<file path="src/design/dcs_pkg.sv">
// Package for the drive control source logic: register map, field layouts, enums, carriers.
// Assumes a 125 MHz single clock and an APB slave with 32-bit data.
`default_nettype none
package dcs_pkg;
  // ***************************************************
  // Register offsets (byte addresses)
  // ***************************************************
  localparam logic [7:0] DCS_OFS_SOURCE = 8'h00;
  localparam logic [7:0] DCS_OFS_TERMCFG = 8'h04;
  localparam logic [7:0] DCS_OFS_KEYPAD = 8'h08;
  localparam logic [7:0] DCS_OFS_STATUS = 8'h0C;
  localparam logic [7:0] DCS_OFS_SPEED = 8'h10;
  // ***************************************************
  // Field positions and reset values
  // ***************************************************
  localparam int DCS_TC_STOP_LATCHED = 0;
  localparam int DCS_TC_RUN_MODE_LO = 1;
  localparam int DCS_TC_PAIR_START = 3;
  localparam int DCS_KP_AUTOSTART = 0;
  localparam int DCS_KP_BEHAV_LO = 1;
  localparam logic [2:0] DCS_SOURCE_RST = 3'h0;
  localparam logic [3:0] DCS_TERMCFG_RST = 4'h1;
  localparam logic [2:0] DCS_KEYPAD_RST = 3'h0;
  localparam logic [15:0] DCS_SPEED_RST = 16'h0000;
  // Cycles after reset before filtered pin levels and their edges can be trusted.
  localparam logic [2:0] DCS_SETTLE_CYC = 3'h7;
  // ***************************************************
  // Types
  // ***************************************************
  typedef enum logic [2:0] {
    DCS_SRC_TERM = 3'b000, DCS_SRC_KPD_UNI = 3'b001, DCS_SRC_KPD_BI = 3'b010, DCS_SRC_PI = 3'b011,
    DCS_SRC_FIELDBUS = 3'b100, DCS_SRC_FOLLOWER = 3'b101, DCS_SRC_CANOPEN = 3'b110, DCS_SRC_RSVD = 3'b111
  } dcs_source_e;
  // Run input wiring: latched level, latched run fwd/rev, edge-triggered start pulses.
  typedef enum logic [1:0] {
    DCS_RUN_LEVEL = 2'b00, DCS_RUN_FWDREV = 2'b01, DCS_RUN_EDGE = 2'b10, DCS_RUN_EDGE_DIR = 2'b11
  } dcs_run_mode_e;
  typedef enum logic [1:0] {
    DCS_KP_KEY_ZERO = 2'b00, DCS_KP_KEY_LAST = 2'b01, DCS_KP_DI1_ZERO = 2'b10, DCS_KP_DI1_LAST = 2'b11
  } dcs_kp_behav_e;
  // Terminal inputs: di1 stop/run/enable, di2 direction/run rev/second start, di3 start, plus enable.
  typedef struct packed {
    logic enable;
    logic di3;
    logic di2;
    logic di1;
  } dcs_term_s;
  // Command from a network-type source.
  typedef struct packed {
    logic        run;
    logic        reverse;
    logic [15:0] speed;
  } dcs_cmd_s;
endpackage : dcs_pkg
`default_nettype wire

</file>
<file path="src/design/dcs_control_source.sv">
// Drive control source logic: picks run, direction and speed source and decodes terminal inputs.
// Assumes terminals and keypad buttons are asynchronous pins; network commands are on i_clock.
// Functional notes
// - Source 0: terminals give all commands, analog input 1 gives speed.
// - Sources 1/2: keypad start/stop buttons, keypad or motor pot speed.
// - Keypad start behaviour may let digital input 1 start directly.
// - Source 3: terminals enable/disable, PI controller output gives speed.
// - Source 4: fieldbus module if fitted, else Modbus RTU.
// - Sources 4, 5, 6 run only while digital input 1 closed.
// - Source 5: follow master start/stop and scaled frequency.
// - Source 6: CANopen gives commands and speed.
// - Power-on autostart decides starting at power-up with enable present, except in keypad sources and edge-triggered run modes.
// - Keypad behaviour picks start speed and key-or-enable start.
// - Latched stop input stops whenever open.
// - Latched run starts when closed, runs only while closed.
// - Latched direction inputs pick forward or reverse by level.
// - Latched run fwd/rev runs that way while closed, stops when open.
// - Outside keypad mode, fieldbus starts ignored without hardware enable.
// - Normally open start rising edge starts if stop stays closed.
// - Paired start inputs active together start, stop held closed.
// - Normally closed stop falling edge stops the drive.
// - Edge start fwd/rev start in their direction, stop held closed.
//
// Design decisions made here: the APB interface to the registers and the address map.
`default_nettype none
module dcs_control_source
  import dcs_pkg::*;
(
  input  wire logic        i_clock,
  input  wire logic        i_rst_n,
  input  wire logic        i_psel,
  input  wire logic        i_penable,
  input  wire logic        i_pwrite,
  input  wire logic [7:0]  i_paddr,
  input  wire logic [31:0] i_pwdata,
  output logic      [31:0] o_prdata,
  output logic             o_pready,
  output logic             o_pslverr,
  input  wire dcs_term_s   i_term,
  input  wire logic        i_key_start,
  input  wire logic        i_key_stop,
  input  wire logic [15:0] i_ai1_speed,
  input  wire logic [15:0] i_kpd_speed,
  input  wire logic [15:0] i_pi_speed,
  input  wire logic        i_option_fitted,
  input  wire dcs_cmd_s    i_option_cmd,
  input  wire dcs_cmd_s    i_modbus_cmd,
  input  wire dcs_cmd_s    i_master_cmd,
  input  wire dcs_cmd_s    i_canopen_cmd,
  output logic             o_run,
  output logic             o_reverse,
  output logic      [15:0] o_speed_ref
);

  // ***************************************************
  // Input synchronisers
  // ***************************************************
  localparam int NSYNC = 6;
  logic [NSYNC-1:0] raw_w;
  logic [NSYNC-1:0] s1_q;
  logic [NSYNC-1:0] s2_q;
  logic [NSYNC-1:0] s3_q;
  logic [NSYNC-1:0] flt_q;
  logic [NSYNC-1:0] flt_prev_q;
  assign raw_w = {i_key_stop, i_key_start, i_term.enable, i_term.di3, i_term.di2, i_term.di1};

  genvar g;
  generate
    for (g = 0; g < NSYNC; g++)
    begin : g_sync
      // Three stages; the filtered level moves only when stages two and three agree.
      always_ff @(posedge i_clock)
      begin
        if (!i_rst_n)
        begin
          s1_q[g]       <= 1'b0;
          s2_q[g]       <= 1'b0;
          s3_q[g]       <= 1'b0;
          flt_q[g]      <= 1'b0;
          flt_prev_q[g] <= 1'b0;
        end
        else
        begin
          s1_q[g]       <= raw_w[g];
          s2_q[g]       <= s1_q[g];
          s3_q[g]       <= s2_q[g];
          flt_prev_q[g] <= flt_q[g];
          if (s2_q[g] == s3_q[g])
          begin
            flt_q[g] <= s3_q[g];
          end
        end
      end
    end
  endgenerate

  logic di1;
  logic di2;
  logic di3;
  logic en;
  logic kstart_rise;
  logic kstop_rise;
  logic di1_rise;
  logic di1_fall;
  logic di3_rise;
  logic en_rise;
  assign di1         = flt_q[0];
  assign di2         = flt_q[1];
  assign di3         = flt_q[2];
  assign en          = flt_q[3];
  assign di1_rise    = flt_q[0] & ~flt_prev_q[0];
  assign di1_fall    = ~flt_q[0] & flt_prev_q[0];
  assign di3_rise    = flt_q[2] & ~flt_prev_q[2];
  assign en_rise     = flt_q[3] & ~flt_prev_q[3];
  assign kstart_rise = flt_q[4] & ~flt_prev_q[4];
  assign kstop_rise  = flt_q[5] & ~flt_prev_q[5];

  // ***************************************************
  // APB registers
  // ***************************************************
  logic [2:0]  source_q;
  logic [3:0]  termcfg_q;
  logic [2:0]  keypad_q;
  logic [15:0] follow_scale_q;
  logic        wr_w;
  logic        rd_w;
  logic        hit_w;
  assign wr_w  = i_psel & i_penable & i_pwrite;
  assign rd_w  = i_psel & ~i_penable & ~i_pwrite;
  assign hit_w = (i_paddr == DCS_OFS_SOURCE) | (i_paddr == DCS_OFS_TERMCFG) | (i_paddr == DCS_OFS_KEYPAD) |
                 (i_paddr == DCS_OFS_STATUS) | (i_paddr == DCS_OFS_SPEED);

  // Configuration writes take effect at the access edge.
  always_ff @(posedge i_clock)
  begin
    if (!i_rst_n)
    begin
      source_q       <= DCS_SOURCE_RST;
      termcfg_q      <= DCS_TERMCFG_RST;
      keypad_q       <= DCS_KEYPAD_RST;
      follow_scale_q <= DCS_SPEED_RST;
    end
    else if (wr_w)
    begin
      case (i_paddr)
        DCS_OFS_SOURCE:  source_q       <= i_pwdata[2:0];
        DCS_OFS_TERMCFG: termcfg_q      <= i_pwdata[3:0];
        DCS_OFS_KEYPAD:  keypad_q       <= i_pwdata[2:0];
        DCS_OFS_SPEED:   follow_scale_q <= i_pwdata[15:0];
        default:         ;
      endcase
    end
  end

  logic run_q;
  logic rev_q;
  logic [15:0] speed_q;
  logic powerup_q;

  // Read data is loaded in setup so it stands during access; one wait-free answer.
  always_ff @(posedge i_clock)
  begin
    if (!i_rst_n)
    begin
      o_prdata  <= 32'h0000_0000;
      o_pready  <= 1'b0;
      o_pslverr <= 1'b0;
    end
    else
    begin
      o_pready  <= i_psel & ~i_penable;
      o_pslverr <= i_psel & ~i_penable & ~hit_w;
      if (rd_w)
      begin
        case (i_paddr)
          DCS_OFS_SOURCE:  o_prdata <= {29'h0, source_q};
          DCS_OFS_TERMCFG: o_prdata <= {28'h0, termcfg_q};
          DCS_OFS_KEYPAD:  o_prdata <= {29'h0, keypad_q};
          DCS_OFS_STATUS:  o_prdata <= {19'h0, powerup_q, flt_q[5:0], en, rev_q, run_q, 3'h0};
          DCS_OFS_SPEED:   o_prdata <= {speed_q, follow_scale_q};
          default:         o_prdata <= 32'h0000_0000;
        endcase
      end
    end
  end

  // ***************************************************
  // Command decode
  // ***************************************************
  dcs_source_e   src;
  dcs_run_mode_e rmode;
  dcs_kp_behav_e kbeh;
  logic          stop_latched;
  logic          pair_start;
  logic          autostart;
  assign src          = dcs_source_e'(source_q);
  assign rmode        = dcs_run_mode_e'(termcfg_q[DCS_TC_RUN_MODE_LO +: 2]);
  assign stop_latched = termcfg_q[DCS_TC_STOP_LATCHED];
  assign pair_start   = termcfg_q[DCS_TC_PAIR_START];
  assign kbeh         = dcs_kp_behav_e'(keypad_q[DCS_KP_BEHAV_LO +: 2]);
  assign autostart    = keypad_q[DCS_KP_AUTOSTART];

  logic     term_run_d;
  logic     term_rev_d;
  logic     kp_run_d;
  logic     net_run_d;
  logic     net_rev_d;
  logic     run_d;
  logic     rev_d;
  logic     stop_w;
  logic     start_w;
  dcs_cmd_s net_w;

  // Terminal decode: di1 is run (or stop, or run fwd), di2 direction (or run rev), di3 start.
  always_comb
  begin
    stop_w     = 1'b0;
    start_w    = 1'b0;
    term_run_d = run_q;
    term_rev_d = rev_q;
    case (rmode)
      DCS_RUN_LEVEL:
      begin
        term_run_d = di1;
        term_rev_d = di2;
      end
      DCS_RUN_FWDREV:
      begin
        term_run_d = di1 ^ di2;
        term_rev_d = di2 ? 1'b1 : (di1 ? 1'b0 : rev_q);
      end
      default:
      begin
        // Edge-triggered starts; stop is di1 held closed.
        stop_w  = stop_latched ? ~di1 : di1_fall;
        start_w = pair_start ? (di3 & di2 & (di3_rise | (flt_q[1] & ~flt_prev_q[1])))
                             : di3_rise;
        if (stop_w)
        begin
          term_run_d = 1'b0;
        end
        else if (start_w & di1)
        begin
          term_run_d = 1'b1;
          if (rmode == DCS_RUN_EDGE_DIR)
          begin
            term_rev_d = di2;
          end
        end
      end
    endcase
  end

  // Keypad mode: buttons, or di1/enable when the behaviour setting allows it.
  always_comb
  begin
    kp_run_d = run_q;
    if (kstop_rise)
    begin
      kp_run_d = 1'b0;
    end
    else if (kbeh == DCS_KP_DI1_ZERO || kbeh == DCS_KP_DI1_LAST)
    begin
      kp_run_d = di1 & en;
    end
    else if (kstart_rise & en)
    begin
      kp_run_d = 1'b1;
    end
    if (!en)
    begin
      kp_run_d = 1'b0;
    end
  end

  // Network sources, gated by enable and di1.
  always_comb
  begin
    case (src)
      DCS_SRC_FIELDBUS: net_w = i_option_fitted ? i_option_cmd : i_modbus_cmd;
      DCS_SRC_FOLLOWER: net_w = i_master_cmd;
      default:          net_w = i_canopen_cmd;
    endcase
    // A start is only taken with enable present; running stops if di1 opens.
    net_run_d = net_w.run & di1 & en & (run_q | ~powerup_q | autostart);
    net_rev_d = net_w.reverse;
  end

  // Final selection per control source.
  always_comb
  begin
    run_d = 1'b0;
    rev_d = rev_q;
    case (src)
      DCS_SRC_TERM, DCS_SRC_PI:
      begin
        run_d = term_run_d & en & (run_q | ~powerup_q | autostart | (rmode[1] == 1'b1));
        rev_d = term_rev_d;
      end
      DCS_SRC_KPD_UNI:
      begin
        run_d = kp_run_d;
        rev_d = 1'b0;
      end
      DCS_SRC_KPD_BI:
      begin
        run_d = kp_run_d;
        rev_d = (kstart_rise & run_q) ? ~rev_q : rev_q;
      end
      DCS_SRC_FIELDBUS, DCS_SRC_FOLLOWER, DCS_SRC_CANOPEN:
      begin
        run_d = net_run_d;
        rev_d = net_rev_d;
      end
      default:
      begin
        run_d = 1'b0;
      end
    endcase
  end

  logic [2:0] settle_q;

  // Settle count: the filters start at zero, so early levels and edges are not real pin events.
  always_ff @(posedge i_clock)
  begin
    if (!i_rst_n)
    begin
      settle_q <= 3'h0;
    end
    else if (settle_q != DCS_SETTLE_CYC)
    begin
      settle_q <= settle_q + 3'h1;
    end
  end

  // Power-up window: a terminal or network level start held since power-on needs autostart until it reopens.
  always_ff @(posedge i_clock)
  begin
    if (!i_rst_n)
    begin
      powerup_q <= 1'b1;
    end
    else if ((settle_q == DCS_SETTLE_CYC) &&
             (run_q || !en || en_rise || !(di1 || i_option_cmd.run || i_modbus_cmd.run)))
    begin
      powerup_q <= 1'b0;
    end
  end

  // Run and direction state.
  always_ff @(posedge i_clock)
  begin
    if (!i_rst_n)
    begin
      run_q <= 1'b0;
      rev_q <= 1'b0;
    end
    else
    begin
      run_q <= run_d;
      rev_q <= rev_d;
    end
  end

  logic [31:0] scaled_w;
  assign scaled_w = i_master_cmd.speed * follow_scale_q;

  // Speed reference per source; keypad may start from zero or last speed.
  always_ff @(posedge i_clock)
  begin
    if (!i_rst_n)
    begin
      speed_q <= DCS_SPEED_RST;
    end
    else
    begin
      case (src)
        DCS_SRC_TERM:      speed_q <= i_ai1_speed;
        DCS_SRC_PI:        speed_q <= i_pi_speed;
        DCS_SRC_KPD_UNI, DCS_SRC_KPD_BI:
          speed_q <= (!run_q && run_d && !kbeh[0]) ? 16'h0000 : i_kpd_speed;
        DCS_SRC_FOLLOWER:  speed_q <= scaled_w[27:12];
        DCS_SRC_FIELDBUS, DCS_SRC_CANOPEN: speed_q <= net_w.speed;
        default:           speed_q <= 16'h0000;
      endcase
    end
  end

  assign o_run       = run_q;
  assign o_reverse   = rev_q;
  assign o_speed_ref = speed_q;

endmodule // dcs_control_source
`default_nettype wire

</file>
<file path="config.mk">
export PLATFORM = sky130hd
export DESIGN_NAME = dcs_control_source
export DESIGN_NICKNAME = d
export VERILOG_FILES = /design/src/design/dcs_pkg.sv /design/src/design/dcs_control_source.sv
export SDC_FILE = /design/constraint.sdc
export NUM_CORES = 1
export LEC_CHECK = 0
export ABC_AREA = 0
export CAP_MARGIN = 20
export CORE_MARGIN = 8
export CORE_UTILIZATION = 35
export CTS_CLUSTER_SIZE = 8
export DETAILED_ROUTE_END_ITERATION = 10
export DONT_BUFFER_PORTS = 1
export PLACE_DENSITY = 0.46
export SYNTH_ARGS = -nofsm -noshare
export SYNTH_HDL_FRONTEND = slang
export SYNTH_SLANG_ARGS = --single-unit
</file>
<file path="constraint.sdc">
create_clock -name i_clock -period 9.96 [get_ports i_clock]
set_input_delay 1.992 -clock i_clock [delete_from_list [all_inputs] [get_ports i_clock]]
set_output_delay 1.992 -clock i_clock [all_outputs]
set_load 0.01 [all_outputs]
</file>
==> flow_summary.json <==
{
  "outcome": "finished clean",
  "fmax_ghz": 0.137,
  "netlist_instances": 1452,
  "dpl.hpwl_mm": 30.8,
  "synth_ff_type": "dfxtp_1",
  "max-cap-violations": 0,
  "use_met1_pct": 24.4,
  "cts_hold_buf": 0,
  "grt_max_degree": 97,
  "syn2layout_area_growth_pct": 4.79,
  "grt_antenna_before_repair": 0,
  "async_flop_share_pct": 0,
  "p_per_area_mw_per_mm2": 65.4,
  "crit_top_cell": "fa_1",
  "cp_slowest_cell": "fa_1",
  "drive_above_1_share_pct": 3.01,
  "clkLatencyLatePin_ps": 370,
  "finalHoldViolations": 0,
  "crit_family": "adder cells",
  "final_core_util_pct": 37.3,
  "ys_ff_latch": 112,
  "clockBufferDepth": 2,
  "drc": 0,
  "grt_util_all_layers_pct": 19.3,
  "drt_iter0_drc": 542,
  "path_depth": 20,
  "cpPeakStageDelay_ps": 550,
  "arrival_ps": 7530,
  "viasPerCell": 5.13,
  "use_met3_pct": 4.78,
  "endpoint_kind": "register",
  "io_pins": 224,
  "grtUsageMet2_pct": 33.0,
  "dieWidth_um": 207,
  "antenna_cells": 0,
  "grt-ovfl-total": 0,
  "postCtsSetupRepairBufs": 0,
  "rsz0062_at_grt": "no",
  "seq_area_frac_synth_pct": 17.6,
  "synth.distinct_cells": 68,
  "total_power_uw": 870,
  "dr.pass1.iters": 7,
  "power.leakage_nw": 6.12,
  "avgSynthCellArea_um2": 8.75,
  "routedWlPerCell_um": 21.5,
  "fin_crit_ps": 7280,
  "core_area_mm2": 0.0357,
  "crit_type": "primary input to register",
  "setup_tns_ps": 0,
  "cts_num_sinks": 112,
  "cp_data_required_time_ps": 10210,
  "crit_buf_inv": 4,
  "cp_max_fo": 15,
  "drt.antenna.violating_nets": 0,
  "reg2regPathDepth": 18,
  "clkTransAtPathRegs_ps": 80,
  "synth-edff-count": 0,
  "via_count": 9535,
  "ctsResizeCount": 0,
  "design_area_mm2": 0.0133,
  "final.setup.worst_slack_ps": 2680,
  "globalRoute.busiestLayer": "met2",
  "setup_violations": 0,
  "fp-row-count": 69,
  "ctsRootBufferMaster": "clkbuf_16",
  "relSlewSlack_pct": 35.1,
  "yosys_warnings": 0,
  "critPathLaunchType": "primary input",
  "holdCritPathClass": "register to register",
  "port_buffers": 0,
  "fin_crit_sh_pct": 73.1,
  "worst_clock_skew_ps": 13.3,
  "tightest_slew_ps": 972,
  "numCtsBuffers": 9,
  "die_h_um": 207,
  "start_util_pct": 35.6,
  "nets": 1836,
  "placed_area_mm2": 0.0130,
  "die_area_mm2": 0.0427,
  "gp_congestion": 0.832,
  "place_ws_ps": 2290,
  "finalWirelength_mm": 39.9,
  "worstHoldPathCells": 1,
  "htreeDepth": 3,
  "drv_slew": 0,
  "grt_pass1_wl_mm": 62.6,
  "ir_drop_mv": 0.0798,
  "worstPathCellList": "and2_1 > fa_1 > inv_1 > fa_1 > fa_1 > inv_1 > fa_1 > fa_1 > inv_1 > fa_1 > inv_1 > ha_1 > a21o_1 > a221o_1 > and2b_2 > a311oi_4 > o41ai_2 > o21ai_0 > xnor2_1 > o22ai_1",
  "tritoncts": "yes",
  "grt_pass1_vias": 10200,
  "netlist_area_mm2": 0.0127,
  "synth_nets": 1897
}
==> power by group <==
group | total [mW] | leakage, nW | switching (mW) | internal [mW]
clock | 0.368 | 0.143 | 0.191 | 0.177
sequential | 0.464 | 0.911 | 0.00830 | 0.456
combinational | 0.0386 | 5.06 | 0.0193 | 0.0193
total | 0.870 | 6.12 | 0.219 | 0.652
==> path summary, 6_finish.rpt <==
check	from	to	slack [ps]
hold / removal	s1_q[3]	s2_q[3]	440
setup / recovery	i_master_cmd[13]	o_speed_ref[15]	2680
setup reg to reg	follow_scale_q[1]	o_speed_ref[9]	3310
hold reg to reg	s1_q[3]	s2_q[3]	440
==> cell families (layout without fill, tap and decap cells) <==
| group | Yosys count | in the layout | share of synthesized area (%) |
|---|---|---|---|
| adder cells (fa/ha/maj) | 273 | 273 | 38.0 |
| XOR/XNOR | 26 | 26 | 1.79 |
| AND/OR/NAND/NOR | 491 | 491 | 18.9 |
| buffers and inverters | 303 | 247 | 9.35 |
| AO/OA/AOI/OAI | 216 | 216 | 11.8 |
| multiplexers | 31 | 31 | 2.46 |
| flip-flops | 112 | 112 | 17.6 |
==> synth_stat cells (3+ instances only) <==
cell / n / share of area (%)
and2_1: 151 / 7.4
a21oi_1: 41 / 1.6
xor2_1: 9 / 0.62
o21ai_0: 30 / 1.2
xnor2_1: 17 / 1.2
buf_6: 3 / 0.27
nor3b_1: 3 / 0.18
o32ai_1: 3 / 0.21
a22o_1: 3 / 0.21
nand3_1: 30 / 1.2
mux2i_1: 29 / 2.3
a221oi_1: 5 / 0.34
a21boi_0: 45 / 2.7
a31oi_1: 3 / 0.15
and2_0: 3 / 0.15
a22oi_1: 24 / 1.4
o22ai_1: 26 / 1.3
buf_2: 8 / 0.32
nand2b_1: 3 / 0.15
a21o_1: 6 / 0.35
nor2_1: 36 / 1.1
nor2b_1: 15 / 0.74
fa_1: 188 / 30
and3_1: 3 / 0.15
a222oi_1: 3 / 0.24
nor3_1: 7 / 0.28
nand2_1: 224 / 6.6
nand4_1: 3 / 0.15
inv_1: 219 / 6.5
dfxtp_1: 112 / 18
clkbuf_1: 68 / 2.0
ha_1: 85 / 8.4
o21bai_1: 4 / 0.24
==> worst reg2reg max path, delay by kind of cell, from the launching register on <==
family / cells / cell delay, ps
and+or+nand+nor: 3 / 600
xor gates and xnor gates: 1 / 150
buffers and inverters: 3 / 150
AOI/OAI and AO/OA: 4 / 1330
DFF: 1 / 940
adders and majority gates: 7 / 3380
==> routing by layer <==
layer	share of wire, %	up-vias
li1	-	4477
met2	48	257
met5	0	-
met4	1.4	0
met3	6.2	34
met1	44	4767
==> layout by cell type (no fill, tap or decap), types with 3 or more instances in the layout <==
cell type | Yosys | layout
a31oi_1 | 3 | 3
nand2b_1 | 3 | 3
a22oi_1 | 24 | 24
xor2_1 | 9 | 9
nand3_1 | 30 | 30
dfxtp_1 | 112 | 112
buf_4 | 1 | 12
a222oi_1 | 3 | 3
o22ai_1 | 26 | 26
o21ai_0 | 30 | 30
a22o_1 | 3 | 3
inv_1 | 219 | 219
o21bai_1 | 4 | 4
a21boi_0 | 45 | 45
nor2b_1 | 15 | 15
a21oi_1 | 41 | 41
nor2_1 | 36 | 36
and2_1 | 151 | 151
nand2_1 | 224 | 224
o32ai_1 | 3 | 3
and3_1 | 3 | 3
nand4_1 | 3 | 3
clkinv_4 | 0 | 3
clkbuf_16 | 0 | 9
ha_1 | 85 | 85
and2_0 | 3 | 3
a21o_1 | 6 | 6
xnor2_1 | 17 | 17
fa_1 | 188 | 188
a221oi_1 | 5 | 5
nor3_1 | 7 | 7
mux2i_1 | 29 | 29
==> metrics by stage <==
stage               instances  hold slack (ps)
detailed placement       1840              419
floorplan                1452              412
global placement         1840              414
CTS                      1856              439
finish                   1857              436
global route             1857              450
==> registers in the layout, indices dropped and copies added, names as in the netlist, 2 cells and up <==
signal,cells
o_prdata,32
follow_scale_q,16
o_speed_ref,16
flt_prev_q,6
s1_q,6
s2_q,6
s3_q,6
termcfg_q,4
keypad_q,3
settle_q,3
source_q,3
flt_q,2
==> layout make-up <==
cell class / count / area (um^2)
Inverter: 219 / 822
Clock buffer: 10 / 229
Multi-Input combinational cell: 1037 / 9290
Sequential cell: 112 / 2240
Tap cell: 461 / 577
Clock inverter: 6 / 67.6
Fill cell: 3715 / 22300
Timing Repair Buffer: 12 / 90.1
Note: power is estimated with default switching activity, not from simulation.
